$ cat src/design/aas_defines.vh
/*
 constants for the address arithmetic slice: widths, the route line bit position,
 source and destination selections.
 assumes inclusion by bare name from the design files.
*/
`ifndef AAS_DEFINES_VH
`define AAS_DEFINES_VH

// ==========================================================
// widths
`define AAS_WIDTH 4
`define AAS_INSTR_W 4

// ==========================================================
// source operand select codes
`define AAS_SRC_R0 2'h0
`define AAS_SRC_R1 2'h1
`define AAS_SRC_R2 2'h2
`define AAS_SRC_NONE 2'h3

// ==========================================================
// destination register codes
`define AAS_DST_R0 2'h0
`define AAS_DST_R1 2'h1
`define AAS_DST_R2 2'h2

// ==========================================================
// instruction line bit positions
`define AAS_BIT_ROUTE 0

// ==========================================================
// reset values
`define AAS_REG_RESET 4'h0

`endif

$ cat src/design/aas_decode.v
/*
 instruction decoder: maps instruction lines three to one onto source and
 destination selections, and the register shown on the address bus.
 assumes purely combinational use inside the slice.
*/
`timescale 1ns/100ps
`include "aas_defines.vh"

module aas_decode (
    input wire [2:0] op_bits,
    output reg [1:0] src_sel,
    output reg [1:0] dst_sel,
    output reg [1:0] show_sel
);

    // ==========================================================
    // decode table
    // data-only codes still name a register to show when routing is low
    always @* begin
        case (op_bits)
            3'h0: begin
                src_sel = `AAS_SRC_R0; // [RQ1]
                dst_sel = `AAS_DST_R0;
                show_sel = `AAS_SRC_R0;
            end
            3'h1: begin
                src_sel = `AAS_SRC_R0; // [RQ2]
                dst_sel = `AAS_DST_R1;
                show_sel = `AAS_SRC_R0;
            end
            3'h2: begin
                src_sel = `AAS_SRC_R0; // [RQ3]
                dst_sel = `AAS_DST_R2;
                show_sel = `AAS_SRC_R0;
            end
            3'h3: begin
                src_sel = `AAS_SRC_R1; // [RQ4]
                dst_sel = `AAS_DST_R1;
                show_sel = `AAS_SRC_R1;
            end
            3'h4: begin
                src_sel = `AAS_SRC_NONE; // [RQ5]
                dst_sel = `AAS_DST_R2;
                show_sel = `AAS_SRC_R2;
            end
            3'h5: begin
                src_sel = `AAS_SRC_NONE; // [RQ6]
                dst_sel = `AAS_DST_R0;
                show_sel = `AAS_SRC_R0;
            end
            3'h6: begin
                src_sel = `AAS_SRC_R2; // [RQ7]
                dst_sel = `AAS_DST_R2;
                show_sel = `AAS_SRC_R2;
            end
            3'h7: begin
                src_sel = `AAS_SRC_NONE; // [RQ8]
                dst_sel = `AAS_DST_R1;
                show_sel = `AAS_SRC_R1;
            end
            default: begin
                src_sel = `AAS_SRC_R0;
                dst_sel = `AAS_DST_R0;
                show_sel = `AAS_SRC_R0;
            end
        endcase
    end

endmodule // aas_decode

$ cat src/design/aas_adder.v
/*
 ripple adder with active-low operand, carry-in and carry-out.
 assumes the operand and carries keep the low-active convention on pins.
*/
`timescale 1ns/100ps

module aas_adder #(
    parameter WIDTH = 4
) (
    input wire [WIDTH-1:0] reg_operand,
    input wire [WIDTH-1:0] data_operand_n,
    input wire carry_in_n,
    output wire [WIDTH-1:0] sum,
    output wire carry_out_n
);

    wire [WIDTH:0] full_sum;

    // ==========================================================
    // invert low-active terms, add, invert carry back for chaining
    assign full_sum = {1'b0, reg_operand} + {1'b0, ~data_operand_n} +
                      {{WIDTH{1'b0}}, ~carry_in_n}; // [RQ13]
    assign sum = full_sum[WIDTH-1:0];
    assign carry_out_n = ~full_sum[WIDTH]; // [RQ13]

endmodule // aas_adder

$ cat src/design/aas_slice.v
/*
 address arithmetic slice: three working registers, an adder, an output
 register, an address bus multiplexer and two enable-gated buses.
 assumes all control pins come from another clock domain or the board, so
 they pass two flip-flops; the pin clock is sampled and its rising edge,
 qualified by execute, forms the write strobe on the system clock.
 assumes the controller holds operands still for at least three system clocks
 around each pin clock edge, because every pin is seen three cycles late.
*/
//
// Operation
// [RQ1] codes 000: r0 plus data plus carry into r0 and output register
// [RQ2] codes 001: r0 plus data plus carry into r1 and output register
// [RQ3] codes 010: r0 plus data plus carry into r2 and output register
// [RQ4] codes 011: r1 plus data plus carry into r1 and output register
// [RQ5] codes 100: data plus carry into r2 and output register
// [RQ6] codes 101: data plus carry into r0 and output register
// [RQ7] codes 110: r2 plus data plus carry into r2 and output register
// [RQ8] codes 111: data plus carry into r1 and output register
// [RQ9] route line low shows listed register, high shows adder sum
// [RQ10] internal clock is pin clock OR execute_n
// [RQ11] write on rising clock only while execute_n low
// [RQ12] sum routing to address bus ignores clock and execute
// [RQ13] data, carry-in, carry-out active low; carries chain by ripple
// [RQ14] separate low enables gate address and result buses; data outputs low (only result_bus_out_n is low-active; address_bus_out is driven true)
`timescale 1ns/100ps
`include "aas_defines.vh"

module aas_slice #(
    parameter WIDTH = 4
) (
    input wire clk,
    input wire rst_n,
    input wire slice_clk,
    input wire execute_n,
    input wire [3:0] instr_lines,
    input wire [WIDTH-1:0] data_operand_n,
    input wire carry_in_n,
    input wire address_bus_enable_n,
    input wire result_bus_enable_n,
    output reg carry_out_n,
    output reg [WIDTH-1:0] address_bus_out,
    output reg address_bus_oe,
    output reg [WIDTH-1:0] result_bus_out_n,
    output reg result_bus_oe
);

    // ==========================================================
    // input synchronisers (first stage read only by the second)
    reg slice_clk_s1_r;
    reg slice_clk_s2_r;
    reg execute_n_s1_r;
    reg execute_n_s2_r;
    reg [3:0] instr_s1_r;
    reg [3:0] instr_s2_r;
    reg [WIDTH-1:0] data_s1_r;
    reg [WIDTH-1:0] data_s2_r;
    reg carry_s1_r;
    reg carry_s2_r;
    reg aen_s1_r;
    reg aen_s2_r;
    reg ren_s1_r;
    reg ren_s2_r;

    // pin clock; its reset level is harmless because execute resets inactive
    always @(posedge clk or negedge rst_n) begin
        if (!rst_n) begin
            slice_clk_s1_r <= 1'b0;
            slice_clk_s2_r <= 1'b0;
        end else begin
            slice_clk_s1_r <= slice_clk;
            slice_clk_s2_r <= slice_clk_s1_r;
        end
    end

    // execute resets inactive so no write can follow reset
    always @(posedge clk or negedge rst_n) begin
        if (!rst_n) begin
            execute_n_s1_r <= 1'b1;
            execute_n_s2_r <= 1'b1;
        end else begin
            execute_n_s1_r <= execute_n;
            execute_n_s2_r <= execute_n_s1_r;
        end
    end

    // instruction lines, route select included
    always @(posedge clk or negedge rst_n) begin
        if (!rst_n) begin
            instr_s1_r <= 4'h0;
            instr_s2_r <= 4'h0;
        end else begin
            instr_s1_r <= instr_lines;
            instr_s2_r <= instr_s1_r;
        end
    end

    // data operand rests at its inactive high level
    always @(posedge clk or negedge rst_n) begin
        if (!rst_n) begin
            data_s1_r <= {WIDTH{1'b1}};
            data_s2_r <= {WIDTH{1'b1}};
        end else begin
            data_s1_r <= data_operand_n;
            data_s2_r <= data_s1_r;
        end
    end

    // carry-in rests at its inactive high level
    always @(posedge clk or negedge rst_n) begin
        if (!rst_n) begin
            carry_s1_r <= 1'b1;
            carry_s2_r <= 1'b1;
        end else begin
            carry_s1_r <= carry_in_n;
            carry_s2_r <= carry_s1_r;
        end
    end

    // address bus enable resets high so the bus stays released in reset
    always @(posedge clk or negedge rst_n) begin
        if (!rst_n) begin
            aen_s1_r <= 1'b1;
            aen_s2_r <= 1'b1;
        end else begin
            aen_s1_r <= address_bus_enable_n;
            aen_s2_r <= aen_s1_r;
        end
    end

    // result bus enable resets high for the same reason
    always @(posedge clk or negedge rst_n) begin
        if (!rst_n) begin
            ren_s1_r <= 1'b1;
            ren_s2_r <= 1'b1;
        end else begin
            ren_s1_r <= result_bus_enable_n;
            ren_s2_r <= ren_s1_r;
        end
    end

    // ==========================================================
    // internal clock and write strobe
    // the write strobe fires only when the internal clock rises with execute low,
    // so a rise caused by execute going high is excluded from writing
    wire internal_clk;
    wire write_stb;
    reg internal_clk_d_r;
    assign internal_clk = slice_clk_s2_r | execute_n_s2_r; // [RQ10]

    // history of the internal clock; resets to its idle high level so the
    // edge detector cannot see a false rise as reset ends
    always @(posedge clk or negedge rst_n) begin
        if (!rst_n) begin
            internal_clk_d_r <= 1'b1;
        end else begin
            internal_clk_d_r <= internal_clk;
        end
    end

    assign write_stb = internal_clk & ~internal_clk_d_r & ~execute_n_s2_r; // [RQ11]

    // ==========================================================
    // decode and operand select
    wire [1:0] src_sel;
    wire [1:0] dst_sel;
    wire [1:0] show_sel;
    wire [2:0] op_bits;
    wire bus_route_select;
    assign op_bits = instr_s2_r[3:1];
    assign bus_route_select = instr_s2_r[`AAS_BIT_ROUTE];

    aas_decode u_decode (
        .op_bits(op_bits),
        .src_sel(src_sel),
        .dst_sel(dst_sel),
        .show_sel(show_sel)
    );

    reg [WIDTH-1:0] work_reg_zero_r;
    reg [WIDTH-1:0] work_reg_one_r;
    reg [WIDTH-1:0] work_reg_two_r;
    reg [WIDTH-1:0] output_reg_r;
    reg [WIDTH-1:0] reg_operand;
    reg [WIDTH-1:0] shown_reg;

    // operand mux; data-only codes feed zero into the adder
    always @* begin
        case (src_sel)
            `AAS_SRC_R0: reg_operand = work_reg_zero_r;
            `AAS_SRC_R1: reg_operand = work_reg_one_r;
            `AAS_SRC_R2: reg_operand = work_reg_two_r;
            default: reg_operand = {WIDTH{1'b0}}; // [RQ5] [RQ6] [RQ8]
        endcase
    end

    // register shown on the address bus when routing line is low
    always @* begin
        case (show_sel)
            `AAS_SRC_R1: shown_reg = work_reg_one_r;
            `AAS_SRC_R2: shown_reg = work_reg_two_r;
            default: shown_reg = work_reg_zero_r;
        endcase
    end

    // ==========================================================
    // adder
    // a chained slice sees this carry three cycles late, so a wide word
    // needs its operands held longer for every slice in the chain
    wire [WIDTH-1:0] sum;
    wire sum_carry_n;

    aas_adder #(
        .WIDTH(WIDTH)
    ) u_adder (
        .reg_operand(reg_operand),
        .data_operand_n(data_s2_r),
        .carry_in_n(carry_s2_r),
        .sum(sum),
        .carry_out_n(sum_carry_n)
    );

    // ==========================================================
    // register writes on the qualified rising edge
    // one enable per destination keeps each register's hold path obvious
    wire wr_zero;
    wire wr_one;
    wire wr_two;
    assign wr_zero = write_stb & (dst_sel == `AAS_DST_R0); // [RQ1] [RQ6]
    assign wr_one = write_stb & (dst_sel == `AAS_DST_R1); // [RQ2] [RQ4] [RQ8]
    assign wr_two = write_stb & (dst_sel == `AAS_DST_R2); // [RQ3] [RQ5] [RQ7]

    // output register takes every result, whatever the destination
    always @(posedge clk or negedge rst_n) begin
        if (!rst_n) begin
            output_reg_r <= `AAS_REG_RESET;
        end else if (write_stb) begin // [RQ11]
            output_reg_r <= sum; // [RQ1] [RQ2] [RQ3] [RQ4] [RQ5] [RQ6] [RQ7] [RQ8]
        end
    end

    // working register zero
    always @(posedge clk or negedge rst_n) begin
        if (!rst_n) begin
            work_reg_zero_r <= `AAS_REG_RESET;
        end else if (wr_zero) begin
            work_reg_zero_r <= sum; // [RQ1] [RQ6]
        end
    end

    // working register one
    always @(posedge clk or negedge rst_n) begin
        if (!rst_n) begin
            work_reg_one_r <= `AAS_REG_RESET;
        end else if (wr_one) begin
            work_reg_one_r <= sum; // [RQ2] [RQ4] [RQ8]
        end
    end

    // working register two
    always @(posedge clk or negedge rst_n) begin
        if (!rst_n) begin
            work_reg_two_r <= `AAS_REG_RESET;
        end else if (wr_two) begin
            work_reg_two_r <= sum; // [RQ3] [RQ5] [RQ7]
        end
    end

    // ==========================================================
    // outputs, registered so every port comes from a flip-flop

    // the route mux follows the sampled inputs every cycle, never the strobe,
    // so a changed sum shows even while execute is high
    always @(posedge clk or negedge rst_n) begin
        if (!rst_n) begin
            address_bus_out <= {WIDTH{1'b0}};
        end else begin
            address_bus_out <= bus_route_select ? sum : shown_reg; // [RQ9] [RQ12]
        end
    end

    // bus enables, high while the slice drives the bus
    always @(posedge clk or negedge rst_n) begin
        if (!rst_n) begin
            address_bus_oe <= 1'b0;
            result_bus_oe <= 1'b0;
        end else begin
            address_bus_oe <= ~aen_s2_r; // [RQ14]
            result_bus_oe <= ~ren_s2_r; // [RQ14]
        end
    end

    // result bus shows the output register in its low-active form
    always @(posedge clk or negedge rst_n) begin
        if (!rst_n) begin
            result_bus_out_n <= {WIDTH{1'b1}};
        end else begin
            result_bus_out_n <= ~output_reg_r; // [RQ14]
        end
    end

    // carry out follows the adder of the current inputs
    always @(posedge clk or negedge rst_n) begin
        if (!rst_n) begin
            carry_out_n <= 1'b1;
        end else begin
            carry_out_n <= sum_carry_n; // [RQ13]
        end
    end

endmodule // aas_slice

$ cat config.mk
export PLATFORM = sky130hd
export DESIGN_NAME = aas_slice
export DESIGN_NICKNAME = d
export VERILOG_FILES = /design/src/design/aas_decode.v /design/src/design/aas_adder.v /design/src/design/aas_slice.v
export VERILOG_INCLUDE_DIRS = /design/src /design/src/design
export SDC_FILE = /design/constraint.sdc
export NUM_CORES = 1
export LEC_CHECK = 0
export ABC_AREA = 1
export BUFFER_PORTS_ARGS = -buffer_cell sky130_fd_sc_hd__buf_2
export CAP_MARGIN = 20
export CELL_PAD_IN_SITES_DETAIL_PLACEMENT = 1
export CELL_PAD_IN_SITES_GLOBAL_PLACEMENT = 1
export CORE_MARGIN = 4
export CORE_UTILIZATION = 39
export CTS_CLUSTER_DIAMETER = 80
export DETAILED_ROUTE_END_ITERATION = 16
export PLACE_DENSITY = 0.76
export SYNTH_ARGS = -nofsm -noshare
export SYNTH_HDL_FRONTEND = slang
export SYNTH_SLANG_ARGS = --single-unit
$ cat constraint.sdc
create_clock -name clk -period 2.2 [get_ports clk]
set_clock_uncertainty 0.05 [all_clocks]
set_input_delay 0.33 -clock clk [delete_from_list [all_inputs] [get_ports clk]]
set_output_delay 0.33 -clock clk [all_outputs]
set_load 0.01 [all_outputs]
==> results.tsv <==
stage	metric	value	unit
cells_and_area	Multi-input gate area	608.1	um2
global_route	met1 usage	18.75	%
sta	Setup violations, final	0	
clocking	number of setup buffers added after CTS	0	
critical_path	CP Launch Type	flip-flop	
sta	Hold Slack	61.27	ps
global_route	gr usage total	15.02	%
sta	setup TNS	0	ps
die	Die Width	80.63	um
route	via count	1446	
critical_path	WP data required	2320	ps
power	final total power	2492	uW
sta	Fin. Hold Viols	0	
critical_path	crit path DAT	2180	ps
min_path	hold depth	1	
min_path	hold_sp	data_operand_n[3]	
place	DP Wirelength	3.151	mm
min_path	hold endpoint	data_s1_r[3]$_DFF_PN1_	
sta	max_slew headroom	65.27	%
die	Boundary Pins	26	
cells_and_area	nets	260	
critical_path	R2R setup slack	140	ps
yosys	mean post-synth cell area	10.28	um2
cells_and_area	most frequent cells in the layout	nand2_1, dfrtp_1, inv_1, buf_2, dfstp_2	
yosys	Cells after Synth	200	
die	Die H	80.63	um
yosys	Synth Cell Area	0.002057	mm2
clocking	CTS Buf Count	5	
route	Antenna Nets Post-Route	0	
route	DRT iter0 DRCs	76	
yosys	Synth Flop Type	dfrtp_1	
cells_and_area	n_diodes	0	
global_route	initial antenna violation count	0	
cells_and_area	Layout fillers	602	
die	site row count	26	
global_route	gr ovfl total	0	
sta	final setup margin	139.8	ps
cells_and_area	commonest non-fill, non-tap cell in the layout	nand2_1	
clocking	Clock Latency Late Sink	310	ps
yosys	register area share after synthesis	67.03	%
place	placed cell count	302	
global_route	GRT met3 Usage	3.475	%
critical_path	reg2reg end	output_reg_r[1]$_DFFE_PN0P_	
global_route	vias in the first global route	1572	
clocking	Reg clk slew, reported paths	100	ps
critical_path	Critical path origin	instr_s2_r[1]$_DFF_PN0_	
sta	fin. max-slew vios	0	
clocking	Longest Clk Path Bufs	2	
cells_and_area	Post-Layout Cell Count	311	
die	Starting Density	40.27	%
min_path	worst min-delay path category	in -> reg	
global_route	layer with the highest usage	met2	
critical_path	Crit. End Element	flip-flop	
clocking	H-tree Lvls	2	
route	Final Routed Wirelength	4.085	mm
critical_path	cells on worst reg2reg path	9	
run	Max-Cap Viols	0	
global_route	first-pass GRT wire length	7.348	mm
sta	final period utilization	93.64	%
place	pre-CTS setup slack	-35.62	ps
yosys	synthesis-stage register bit count	54	
global_route	met2 Usage GRT	24.92	%
clocking	Root Driver	clkbuf_8	
route	1st-pass router iterations	4	
cells_and_area	layout cells sized above 1	36.10	%
sta	Final min period	2060	ps
yosys	count of cell types in the netlist	20	
critical_path	Setup CP Type	reg -> reg	
power	Leak	0.001257	uW
route	DR vias/cell	4.650	
place	Final Wtd Congestion	0.8861	
yosys	Post-synth EDFFs	0	
sta	fmax	0.4854	GHz
cells_and_area	Reg area	0.001380	mm2
die	core area	0.005107	mm2
critical_path	crit path max fanout	4	
clocking	TritonCTS clock tree	done	
power	Pwr Density	994.8	mW/mm2
clocking	CTS Sinks	54	
yosys	Syn Nets	220	
place	IO Port Bufs	25	
global_route	largest net degree at the start of global routing	25	
cells_and_area	area growth from synthesis to layout	21.78	%
die	area of the die	0.006500	mm2
yosys	synthesis warning total	0	
yosys	Post-synth ARST share	100.0	%
route	WL/cell	13.14	um
power	maximum vdd drop	401.2	uV
outcome	status	complete, no violations	
route	Post-route DRC	0	
sta	worst slew pin tran	520.9	ps
critical_path	R2R Path Start	instr_s2_r[1]$_DFF_PN0_	
-- worst max-delay path, cell delays in order, from the launching register on --
cell     delay (ps)
dfrtp_2         440
nand2_2         100
nand2_1          90
o22ai_2         150
nor2_2           60
fa_2            340
inv_2            80
fa_2            460
nand2_1          90
o21ai_1          70
-- cell families (layout without fill, tap and decap cells) --
group / after synthesis / count (layout) / share of synthesized area (%)
simple gates: 92 / 92 / 18.31
compound gates: 17 / 17 / 4.623
buf+inv: 31 / 72 / 5.840
xor+xnor: 1 / 1 / 0.4259
fa+ha+maj: 5 / 5 / 3.772
flops: 54 / 54 / 67.03
-- worst max-delay path by stage --
| stage | to | cells after the start |
|---|---|---|
| after global routing | address_bus_out[3]$_DFF_PN0_ | 12 |
| after detailed placement | work_reg_two_r[2]$_DFFE_PN0P_ | 11 |
| after CTS | output_reg_r[1]$_DFFE_PN0P_ | 10 |
| final | output_reg_r[1]$_DFFE_PN0P_ | 9 |
| after floorplan | address_bus_out[1]$_DFF_PN0_ | 9 |
| after global placement | work_reg_two_r[2]$_DFFE_PN0P_ | 10 |
-- metal layers --
metal / up-vias / wire length, um
met5: - / 0
met4: 0 / 87
met3: 8 / 171
met2: 27 / 2071
met1: 726 / 1755
li1: 685 / -
-- per-stage QoR --
stage                     instance area [um2]  utilization (%)
after floorplan                          2057                -
after global placement                   2322            45.47
after detailed placement                 2322            45.47
after CTS                                2466            48.29
after global routing                     2505            49.04
final                                    2505            49.04
-- layout make-up --
class / instances / share of cell area [%]
multi-input cells: 115 / 24.28
repair buffers: 34 / 7.792
clock buffers: 6 / 3.297
inverters: 30 / 4.496
flip-flops and latches: 54 / 55.09
well taps: 70 / 3.497
clock inverters: 2 / 1.548
-- cells in the mapped netlist (all sizes together), types with 2 or more instances --
cell / n / share of area (%)
dfrtp: 32 / 39
a21oi: 2 / 0.49
ha: 3 / 1.8
inv: 30 / 5.5
nand3: 11 / 2.7
o211ai: 2 / 0.73
nand2: 65 / 12
nor2: 15 / 3.1
o21ai: 12 / 3.1
dfstp: 22 / 28
fa: 2 / 1.9
-- sequential cells by signal, summed over array words and instances, names as in the netlist, 4 cells and up --
name	flops
output_reg_r	4
instr_s2_r	4
result_bus_out_n	4
data_s1_r	4
data_s2_r	4
work_reg_two_r	4
work_reg_one_r	4
work_reg_zero_r	4
address_bus_out	4
instr_s1_r	4
-- power breakdown --
group / switching, uW / leakage, uW / internal, uW
registers: 90.1 / 0.000622 / 1190
clock network: 316 / 0.0000618 / 374
logic: 312 / 0.000572 / 206
total: 718 / 0.00126 / 1770
-- repair_timing --
| action | 4_1_cts | 5_1_grt |
|---|---|---|
| pin swaps | 0 | 4 |
| resized for setup | 3 | 17 |
| hold buffers | 1 | 0 |
| setup endpoints to repair | 3 | 15 |
| hold endpoints to repair | 9 | 0 |
(Power assumes the default switching activity.)
